### src/rtl/sar_pkg.sv
// Purpose: Shared constants for the secure access remap unit
// Assumes: One clock, synchronous active-high reset
// Notes:   Offsets are byte offsets on each bus
package sar_pkg;
    // Peripheral-bus bank offsets
    localparam logic [7:0] OFF_CONTROL_WORD   = 8'h00;
    localparam logic [7:0] OFF_SETTINGS_REG   = 8'h04;
    localparam logic [7:0] OFF_CHAN_ON_UPPER  = 8'h08;
    localparam logic [7:0] OFF_CHAN_ON_LOWER  = 8'h0C;
    localparam logic [7:0] OFF_STATUS_WORD    = 8'h10;
    localparam logic [7:0] OFF_IRQ_MASK_SET   = 8'h14;
    localparam logic [7:0] OFF_IRQ_MASK_CLEAR = 8'h18;
    localparam logic [7:0] OFF_IRQ_MASK       = 8'h1C;
    localparam logic [7:0] OFF_FLAG_CLEAR     = 8'h20;
    localparam logic [7:0] OFF_PARAMETER_INFO = 8'h24;
    localparam logic [7:0] OFF_MODULE_REV     = 8'h28;
    // High-speed-bus offsets
    localparam logic [7:0] OFF_UNLOCK_PORT    = 8'hFC;
    // Control word bits
    localparam int CW_ENABLE          = 0;
    localparam int CW_UNIT_OFF        = 1;
    localparam int CW_SETUP_ENTRY     = 2;
    localparam int CW_SETUP_EXIT      = 3;
    localparam int CW_FAULT_REPLY_ON  = 4;
    localparam int CW_FAULT_REPLY_OFF = 5;
    // Settings fields
    localparam int SET_KEY_LSB   = 0;
    localparam int SET_CYC_LSB   = 8;
    localparam int SET_OPEN      = 16;
    localparam int FIELD_W       = 8;
    // Unlock port fields
    localparam int UNL_CHAN_LSB  = 0;
    localparam int UNL_CHAN_W    = 6;
    localparam int UNL_KEY_LSB   = 8;
    // Status word bits
    localparam int ST_TIMEOUT    = 0;
    localparam int ST_SUCCESS    = 1;
    localparam int ST_FAIL       = 2;
    localparam int ST_URD        = 3;
    localparam int ST_WKEY       = 4;
    localparam int ST_BLOCKED    = 5;
    localparam int ST_MFAULT     = 6;
    localparam int ST_BADTGT     = 7;
    localparam int ST_ENABLED    = 8;
    localparam int ST_SETUP      = 9;
    localparam int ST_IDLE       = 10;
    localparam int NFLAGS        = 8;
    localparam logic [7:0] ERR_FLAGS_MASK = 8'hFD;
    localparam logic [31:0] STATUS_RESET  = 32'h00000400;
    // Legal remap target window, upper half-word
    localparam logic [15:0] TGT_MIN_HI = 16'hFFFC;
    localparam logic [15:0] TGT_MAX_HI = 16'hFFFF;
    localparam logic [31:0] ZERO_WORD  = 32'h00000000;
    localparam int CHAN_MAX = 63;
endpackage : sar_pkg

### src/rtl/sar_unit.sv
// Purpose: Secure access remap unit, register banks and access control
// Assumes: Both buses and the master port share clk; inputs synchronous
// Notes:   Channel accesses are remapped through the master port
`timescale 1ns/1ps

// Operation
// - Control bit 0 written one switches unit on; zeros do nothing.
// - Control switch-off bit turns unit off, clears enabled flag.
// - Setup entry bit enters setup mode; setup exit bit leaves it.
// - Fault-reply on/off bits enable or stop bus errors to requester.
// - Unlock lasts window+1 cycles or until one channel access completes.
// - Unlock only when written key equals configured unlock key.
// - Lower enable bit n enables channel n; upper enables n+32.
// - Idle flag clears at channel access start, sets when done.
// - Setup and enabled status flags follow mode and on state.
// - Setup write of target outside FFFC..FFFF sets bad-target flag.
// - Master error response on channel transfer sets master fault flag.
// - Unlock write with any error flag set aborts, sets blocked flag.
// - Unlock write with mismatching key sets wrong-key flag.
// - Any read of the unlock port sets unlock-read flag.
// - Access to locked or disabled channel sets access-fail flag.
// - Access-success flag sets after one access to unlocked channel.
// - Event flags clear only by writing one to flag-clear bit.
// - Targets decode at four times channel, unlock port at FC.
// - Mask-set bits set mask; interrupt while flag and mask set.
// - One channel unlocked at a time; new unlock relocks old one.
// - Window expiry without access sets unlock-timeout flag.
// - With replies on, port read, locked access, slave error answer error.
module sar_unit #(
    parameter int          NCH     = 63,
    parameter logic [31:0] REV_VAL = 32'h00000100  // Arbitrary value
) (
    input  wire logic        clk,
    input  wire logic        rst,
    // Peripheral-bus register bank
    input  wire logic        pb_sel,
    input  wire logic        pb_wr,
    input  wire logic [7:0]  pb_addr,
    input  wire logic [31:0] pb_wdata,
    output logic      [31:0] pb_rdata_r,
    output logic             pb_ready_r,
    // High-speed-bus channel slave
    input  wire logic        hs_req,
    input  wire logic        hs_wr,
    input  wire logic [7:0]  hs_addr,
    input  wire logic [31:0] hs_wdata,
    output logic      [31:0] hs_rdata_r,
    output logic             hs_done_r,
    output logic             hs_err_r,
    output logic             hs_busy_r,
    // High-speed-bus master
    output logic             m_req_r,
    output logic             m_wr_r,
    output logic      [31:0] m_addr_r,
    output logic      [31:0] m_wdata_r,
    input  wire logic [31:0] m_rdata,
    input  wire logic        m_done,
    input  wire logic        m_err,
    output logic             irq_r
);
    typedef enum logic [2:0] {
        ST_WAIT   = 3'b001,
        ST_MASTER = 3'b010,
        ST_ANSWER = 3'b100
    } sar_state_t;

    localparam int CW = sar_pkg::UNL_CHAN_W;
    localparam int FW = sar_pkg::FIELD_W;

    sar_state_t         state_r;
    logic               enabled_r;
    logic               setup_r;
    logic               reply_on_r;
    logic               open_r;
    logic [FW-1:0]      key_r;
    logic [FW-1:0]      window_r;
    logic [31:0]        on_lower_r;
    logic [31:0]        on_upper_r;
    logic [7:0]         flags_r;
    logic [7:0]         flags_set;
    logic [7:0]         mask_r;
    logic               idle_r;
    logic               unlocked_r;
    logic [CW-1:0]      unl_chan_r;
    logic [FW-1:0]      win_cnt_r;
    logic [31:0]        rtr_r [NCH];
    logic               pb_wstb;
    logic               hs_take;
    logic [CW-1:0]      hs_chan;
    logic               hs_is_port;
    logic               hs_chan_valid;
    logic               chan_allowed;
    logic               unlock_ok;
    logic               start_master;
    logic               master_end;
    logic               rtr_wstb;
    logic [31:0]        status_word;

    // Enable bit for a channel from both enable words
    function automatic logic chan_enabled(input logic [CW-1:0] ch,
                                          input logic [31:0]   lo,
                                          input logic [31:0]   hi);
        logic [5:0] idx;
        idx = ch;
        if (idx[5])
            chan_enabled = hi[idx[4:0]];
        else
            chan_enabled = lo[idx[4:0]];
    endfunction : chan_enabled

    // Channel index from a byte offset
    function automatic logic [CW-1:0] chan_of(input logic [7:0] a);
        chan_of = a[CW+1:2];
    endfunction : chan_of

    assign pb_wstb       = pb_sel && pb_wr;
    assign hs_take       = hs_req && (state_r == ST_WAIT);
    assign hs_is_port    = (hs_addr == sar_pkg::OFF_UNLOCK_PORT);
    assign hs_chan       = chan_of(hs_addr);
    assign hs_chan_valid = !hs_is_port && (32'(hs_chan) < NCH);
    assign chan_allowed  = enabled_r
                        && chan_enabled(hs_chan, on_lower_r, on_upper_r)
                        && (open_r
                            || (unlocked_r && unl_chan_r == hs_chan));
    assign unlock_ok     = hs_take && hs_is_port && hs_wr
                        && ((flags_r & sar_pkg::ERR_FLAGS_MASK) == 8'h00)
                        && (hs_wdata[sar_pkg::UNL_KEY_LSB +: FW]
                            == key_r);
    assign start_master  = hs_take && hs_chan_valid && !setup_r
                        && chan_allowed;
    assign master_end    = (state_r == ST_MASTER) && m_done;
    assign rtr_wstb      = hs_take && hs_chan_valid && setup_r && hs_wr;

    assign status_word = {21'h000000, idle_r, setup_r, enabled_r,
                          flags_r};

    // Control word actions
    always_ff @(posedge clk)
    begin
        if (rst)
        begin
            enabled_r  <= 1'b0;
            setup_r    <= 1'b0;
            reply_on_r <= 1'b0;
        end
        else if (pb_wstb && pb_addr == sar_pkg::OFF_CONTROL_WORD)
        begin
            if (pb_wdata[sar_pkg::CW_UNIT_OFF])
                enabled_r <= 1'b0;
            else if (pb_wdata[sar_pkg::CW_ENABLE])
                enabled_r <= 1'b1;
            if (pb_wdata[sar_pkg::CW_SETUP_EXIT])
                setup_r <= 1'b0;
            else if (pb_wdata[sar_pkg::CW_SETUP_ENTRY])
                setup_r <= 1'b1;
            if (pb_wdata[sar_pkg::CW_FAULT_REPLY_OFF])
                reply_on_r <= 1'b0;
            else if (pb_wdata[sar_pkg::CW_FAULT_REPLY_ON])
                reply_on_r <= 1'b1;
        end
    end

    // Settings register
    always_ff @(posedge clk)
    begin
        if (rst)
        begin
            open_r   <= 1'b0;
            key_r    <= '0;
            window_r <= '0;
        end
        else if (pb_wstb && pb_addr == sar_pkg::OFF_SETTINGS_REG)
        begin
            open_r   <= pb_wdata[sar_pkg::SET_OPEN];
            key_r    <= pb_wdata[sar_pkg::SET_KEY_LSB +: FW];
            window_r <= pb_wdata[sar_pkg::SET_CYC_LSB +: FW];
        end
    end

    // Channel enable words
    always_ff @(posedge clk)
    begin
        if (rst)
        begin
            on_lower_r <= sar_pkg::ZERO_WORD;
            on_upper_r <= sar_pkg::ZERO_WORD;
        end
        else if (pb_wstb)
        begin
            if (pb_addr == sar_pkg::OFF_CHAN_ON_LOWER)
                on_lower_r <= pb_wdata;
            if (pb_addr == sar_pkg::OFF_CHAN_ON_UPPER)
                on_upper_r <= pb_wdata;
        end
    end

    // Interrupt mask
    always_ff @(posedge clk)
    begin
        if (rst)
            mask_r <= '0;
        else if (pb_wstb && pb_addr == sar_pkg::OFF_IRQ_MASK_SET)
            mask_r <= mask_r | pb_wdata[7:0];
        else if (pb_wstb && pb_addr == sar_pkg::OFF_IRQ_MASK_CLEAR)
            mask_r <= mask_r & ~pb_wdata[7:0];
    end

    // Interrupt request
    always_ff @(posedge clk)
    begin
        if (rst)
            irq_r <= 1'b0;
        else
            irq_r <= |(flags_r & mask_r);
    end

    // Register bank read answer
    always_ff @(posedge clk)
    begin
        if (rst)
        begin
            pb_rdata_r <= sar_pkg::ZERO_WORD;
            pb_ready_r <= 1'b0;
        end
        else
        begin
            pb_ready_r <= pb_sel;
            pb_rdata_r <= sar_pkg::ZERO_WORD;
            if (pb_sel && !pb_wr)
            begin
                case (pb_addr)
                    sar_pkg::OFF_CHAN_ON_UPPER:
                        pb_rdata_r <= on_upper_r;
                    sar_pkg::OFF_CHAN_ON_LOWER:
                        pb_rdata_r <= on_lower_r;
                    sar_pkg::OFF_STATUS_WORD:
                        pb_rdata_r <= status_word;
                    sar_pkg::OFF_IRQ_MASK:
                        pb_rdata_r <= {24'h000000, mask_r};
                    sar_pkg::OFF_PARAMETER_INFO:
                        pb_rdata_r <= 32'(NCH);
                    sar_pkg::OFF_MODULE_REV:
                        pb_rdata_r <= REV_VAL;
                    default:
                        pb_rdata_r <= sar_pkg::ZERO_WORD;
                endcase
            end
        end
    end

    // Remap target storage
    for (genvar g = 0; g < NCH; g++)
    begin : g_rtr
        always_ff @(posedge clk)
        begin
            if (rst)
                rtr_r[g] <= sar_pkg::ZERO_WORD;
            else if (rtr_wstb && 32'(hs_chan) == g)
                rtr_r[g] <= hs_wdata;
        end
    end

    // Events raised this cycle
    always_comb
    begin
        flags_set = '0;
        if (rtr_wstb && (hs_wdata[31:16] < sar_pkg::TGT_MIN_HI
                         || hs_wdata[31:16] > sar_pkg::TGT_MAX_HI))
            flags_set[sar_pkg::ST_BADTGT] = 1'b1;
        if (master_end && m_err)
            flags_set[sar_pkg::ST_MFAULT] = 1'b1;
        if (master_end && !m_err && !open_r)
            flags_set[sar_pkg::ST_SUCCESS] = 1'b1;
        if (hs_take && hs_is_port && hs_wr)
        begin
            if ((flags_r & sar_pkg::ERR_FLAGS_MASK) != 8'h00)
                flags_set[sar_pkg::ST_BLOCKED] = 1'b1;
            else if (!unlock_ok)
                flags_set[sar_pkg::ST_WKEY] = 1'b1;
        end
        if (hs_take && hs_is_port && !hs_wr)
            flags_set[sar_pkg::ST_URD] = 1'b1;
        if (hs_take && hs_chan_valid && !setup_r && !chan_allowed)
            flags_set[sar_pkg::ST_FAIL] = 1'b1;
        if (unlocked_r && state_r != ST_MASTER && !start_master
            && !unlock_ok && win_cnt_r == '0)
            flags_set[sar_pkg::ST_TIMEOUT] = 1'b1;
    end

    // Event flags; a new event wins over a clear in the same cycle
    always_ff @(posedge clk)
    begin
        if (rst)
            flags_r <= sar_pkg::STATUS_RESET[7:0];
        else if (pb_wstb && pb_addr == sar_pkg::OFF_FLAG_CLEAR)
            flags_r <= (flags_r & ~pb_wdata[7:0]) | flags_set;
        else
            flags_r <= flags_r | flags_set;
    end

    // Unlock window
    always_ff @(posedge clk)
    begin
        if (rst)
        begin
            unlocked_r <= 1'b0;
            unl_chan_r <= '0;
            win_cnt_r  <= '0;
        end
        else if (unlock_ok)
        begin
            unlocked_r <= 1'b1;
            unl_chan_r <= hs_wdata[sar_pkg::UNL_CHAN_LSB +: CW];
            win_cnt_r  <= window_r;
        end
        else if (master_end)
            unlocked_r <= 1'b0;
        else if (unlocked_r && state_r != ST_MASTER && !start_master)
        begin
            if (win_cnt_r == '0)
                unlocked_r <= 1'b0;
            else
                win_cnt_r <= win_cnt_r - 1'b1;
        end
    end

    // Idle flag
    always_ff @(posedge clk)
    begin
        if (rst)
            idle_r <= sar_pkg::STATUS_RESET[sar_pkg::ST_IDLE];
        else if (start_master)
            idle_r <= 1'b0;
        else if (master_end)
            idle_r <= 1'b1;
    end

    // Channel slave sequencing
    always_ff @(posedge clk)
    begin
        if (rst)
            state_r <= ST_WAIT;
        else
        begin
            case (state_r)
                ST_WAIT:
                    if (start_master)
                        state_r <= ST_MASTER;
                    else if (hs_take)
                        state_r <= ST_ANSWER;
                ST_MASTER:
                    if (m_done)
                        state_r <= ST_ANSWER;
                ST_ANSWER:
                    state_r <= ST_WAIT;
                default:
                    state_r <= ST_WAIT;
            endcase
        end
    end

    // Master port
    always_ff @(posedge clk)
    begin
        if (rst)
        begin
            m_req_r   <= 1'b0;
            m_wr_r    <= 1'b0;
            m_addr_r  <= sar_pkg::ZERO_WORD;
            m_wdata_r <= sar_pkg::ZERO_WORD;
        end
        else if (start_master)
        begin
            m_req_r   <= 1'b1;
            m_wr_r    <= hs_wr;
            m_addr_r  <= rtr_r[hs_chan];
            m_wdata_r <= hs_wdata;
        end
        else if (master_end)
            m_req_r <= 1'b0;
    end

    // Channel slave answer
    always_ff @(posedge clk)
    begin
        if (rst)
        begin
            hs_done_r  <= 1'b0;
            hs_err_r   <= 1'b0;
            hs_rdata_r <= sar_pkg::ZERO_WORD;
            hs_busy_r  <= 1'b0;
        end
        else
        begin
            hs_done_r <= 1'b0;
            hs_err_r  <= 1'b0;
            hs_busy_r <= (state_r == ST_WAIT) ? hs_req
                                              : (state_r == ST_MASTER);
            if (master_end)
            begin
                hs_done_r  <= 1'b1;
                hs_err_r   <= m_err && reply_on_r;
                hs_rdata_r <= m_wr_r ? sar_pkg::ZERO_WORD : m_rdata;
            end
            else if (hs_take && !start_master)
            begin
                hs_done_r  <= 1'b1;
                hs_rdata_r <= sar_pkg::ZERO_WORD;
                if (hs_is_port && !hs_wr)
                    hs_err_r <= reply_on_r;
                else if (hs_chan_valid && !setup_r)
                    hs_err_r <= reply_on_r;
                else if (hs_chan_valid && !hs_wr)
                    hs_rdata_r <= rtr_r[hs_chan];
            end
        end
    end
endmodule : sar_unit

### config.mk
export PLATFORM = sky130hd
export DESIGN_NAME = sar_unit
export DESIGN_NICKNAME = d
export VERILOG_FILES = /design/src/rtl/sar_pkg.sv /design/src/rtl/sar_unit.sv
export SDC_FILE = /design/constraint.sdc
export NUM_CORES = 2
export LEC_CHECK = 0
export BUFFER_PORTS_ARGS = -buffer_cell sky130_fd_sc_hd__buf_2
export CAP_MARGIN = 20
export CORE_MARGIN = 2
export CORE_UTILIZATION = 50
export CTS_BUF_LIST = sky130_fd_sc_hd__clkbuf_16
export DETAILED_ROUTE_END_ITERATION = 8
export GPL_TIMING_DRIVEN = 0
export PLACE_DENSITY = 0.66
export SETUP_SLACK_MARGIN = 0.5
export SLEW_MARGIN = 10
export SYNTH_ARGS = -nofsm -noshare
export SYNTH_HDL_FRONTEND = slang
export SYNTH_SLANG_ARGS = --single-unit
### constraint.sdc
create_clock -name clk -period 14.4 [get_ports clk]
set_input_delay 0.72 -clock clk [delete_from_list [all_inputs] [get_ports clk]]
set_output_delay 0.72 -clock clk [all_outputs]
set_load 0.005 [all_outputs]
==> impl_metrics.yaml <==
global_route:
  grt_overflow: 0
  grt_pass1_wl_mm: 461.1
  antenna_found_initial: 39
  grt_max_degree: 29
  grt_pass1_vias: 61160
  gr-usage-all-layers_pct: 32.32
yosys:
  synth_nets: 6949
  ys_seq_area_share_pct: 64.62
  synth_area_leader_cell: "edfxtp_1"
  syn_inst: 6827
  yosysTopAreaCellShare_pct: 59.61
  syn_avg_cell_area_um2: 14.87
  yosys_register_bits: 2270
  syn_area_mm2: 0.1016
  async_reset_ff_share_pct: 0
  yosys_most_used_dff: "edfxtp_1"
  synth_commonest_cells: "2019 x and2_1, 2016 x edfxtp_1, 623 x mux4_2"
  yosys-top-cells-area: "edfxtp_1 60%, mux4_2 14%, and2_1 12%"
  yosys_warnings: 0
  synthMostInstantiatedCell: "and2_1"
  yosysUniqueCellTypes: 57
  synth_edf_count: 2016
clocking:
  clock_path_buffers: 3
  cts_hold_buf: 0
  cts_setup_buffers: 0
  cts_tree: "yes"
  cts_inserted_buffers: 227
  clk_latency_ps: 890
  htree_levels: 4
  clock-sinks: 2270
  clk_pin_slew_ps: 60
  cts_root_buffer: "clkbuf_16"
  cts_resized: 0
sta:
  fin_crit_ps: 5217
  slew_headroom_pct: 13.79
  finalClockSkew_ps: 30.24
  grt_setup_unrepaired: "false"
  max_freq_ghz: 0.1917
  maxSlewViolCount: 0
  worst_slew_pin_slew_ps: 1290
  setup_violations: 0
  timing.setup.tns_ps: 0
  hold_slack_ps: 88.73
  setup_ws_ps: 9183
  period_share_pct: 36.23
  finalHoldViolations: 0
die:
  io_pins: 255
  start_util_pct: 50.24
  die_area_mm2: 0.2067
  die_x_um: 454.7
  rows: 165
  core_area_mm2: 0.2021
  die_h_um: 454.7
layout:
  fin_cells: 10280
  fillCellCount: 15680
  stdcell_area_mm2: 0.1159
  synthToLayoutAreaGrowth_pct: 14.09
  num-nets-final: 7518
  final_util_pct: 57.32
  drive_gt1_share_pct: 19.10
routing:
  route.detailed.drc: 0
  viasPerCell: 6.083
  dr.pass1.iters: 9
  ant_nets: 0
  routedWlPerCell_um: 32.62
  drt_iter0_markers: 9062
  wl_mm: 335.4
  vias: 62550
flow_run:
  maxCapViolations: 0
worst_setup_path:
  cp-start-kind: "primary input"
  crit_slowest_cell: "nand2_1"
  startpoint: "hs_addr[3]"
  path_class: "primary input to register"
  r2r-start: "state_r[2]$_SDFFE_PP0P_"
  crit_path_max_incr_delay_ps: 860
  cp_top_family: "simple AND/OR/NAND/NOR gates"
  timing.critical_path.buf_inv: 6
  r2r_cells: 7
  required_ps: 15030
  endpoint_kind: "register"
  worst-path-stages: 12
  worstPathCellList: "buf_6 > buf_6 > buf_2 > buf_2 > nand4_1 > o2111ai_2 > inv_1 > and3_1 > nand2_1 > nor2_1 > clkbuf_1 > and2_1"
  cp_max_fo: 10
  arrival_ps: 5850
min_path:
  hp-start: "pb_wdata[29]"
  hold-path-cell-count: 3
  hold_class: "primary input to register"
power_and_ir_drop:
  power_mw: 14.18
  power_density_mw_per_mm2: 122.4
  vdd_ir_drop_max_mv: 0.1125
  leakage_nw: 41.71
placed_design:
  dp_slack_ps: 8453
  dp_hpwl_mm: 246.9
  place_congestion: 0.9630
  place_inst: 9833
  place_area_mm2: 0.1088
  port_buffers: 239
status:
  status: "finished clean"
-- registers in the layout (all words and copies together), names as in the netlist, 32 cells and up, named ones only --
| name | flops |
|---|---|
| rtr_r | 2016 |
| pb_rdata_r | 32 |
| on_lower_r | 32 |
| m_addr_r | 32 |
| m_wdata_r | 32 |
| hs_rdata_r | 32 |
| on_upper_r | 32 |
-- where the power goes --
group / total, mW / switching [mW] / internal, mW
clock network: 5.64 / 2.58 / 3.05
logic: 1.14 / 0.754 / 0.391
registers: 7.40 / 0.0583 / 7.34
total: 14.2 / 3.39 / 10.8
-- kinds of logic after synthesis --
family | Yosys count | share of synthesized area [%]
DFF | 2270 | 64.62
AOI/OAI and AO/OA | 481 | 2.971
buffers and inverters | 692 | 2.756
and+or+nand+nor | 2702 | 15.27
muxes | 666 | 14.24
xor gates and xnor gates | 14 | 0.1207
adders and majority gates | 2 | 0.02464
-- routing by layer --
| layer | up-vias | track usage [%] | routed length, um |
|---|---|---|---|
| met5 | - | 0 | 159 |
| met4 | 20 | 20.22 | 23760 |
| met3 | 706 | 7.838 | 34190 |
| met2 | 3433 | 50.09 | 155200 |
| met1 | 32250 | 41.10 | 122100 |
| li1 | 26140 | - | - |
-- worst min-delay path: cells and delay by family --
family | cells | cell delay, ps
buffers and inverters | 1 | 110
AND/OR/NAND/NOR | 1 | 50
AO/OA/AOI/OAI | 1 | 50
-- worst paths after layout --
path                                                    end  slack, ps
worst max-delay path             rtr_r[7][11]$_SDFFCE_PN0P_       9180
worst max register to register  rtr_r[32][19]$_SDFFCE_PN0P_       9460
worst min register to register   m_wdata_r[28]$_SDFFE_PP0P_        450
worst min-delay path            on_lower_r[29]$_SDFFE_PP0P_         90
-- area by class of cell --
type,count,area (um^2),area share (%)
diodes,30,75.07,0.06480
plain buffers,681,2794,2.411
clock buffers,228,5705,4.924
clock inverters,185,1201,1.037
inverters,11,41.29,0.03564
multi-input cells,3865,33850,29.21
flip-flops and latches,2270,65620,56.64
well taps,2672,3343,2.886
repair buffers,340,3229,2.787
-- cell usage in the layout (no fill, tap or decap), types with 11 or more instances in the layout --
master	instances
xor2_1	11
nor3_1	13
dfxtp_1	254
buf_8	14
buf_6	21
inv_1	84
buf_4	14
buf_1	40
nand3_1	16
a22oi_1	46
clkinv_1	52
clkinv_2	28
buf_16	26
nand2_1	420
mux4_2	623
bufinv_16	11
a21oi_1	159
a221o_1	32
a31oi_1	39
diode_2	30
buf_12	48
and2_1	2019
o21ai_0	68
nor2_1	143
clkbuf_16	228
buf_2	311
o21ai_4	63
mux2i_1	43
clkbuf_1	519
nand2b_1	37
clkbuf_2	28
edfxtp_1	2016
a22o_1	32
Note: power is estimated with default switching activity, not from simulation.
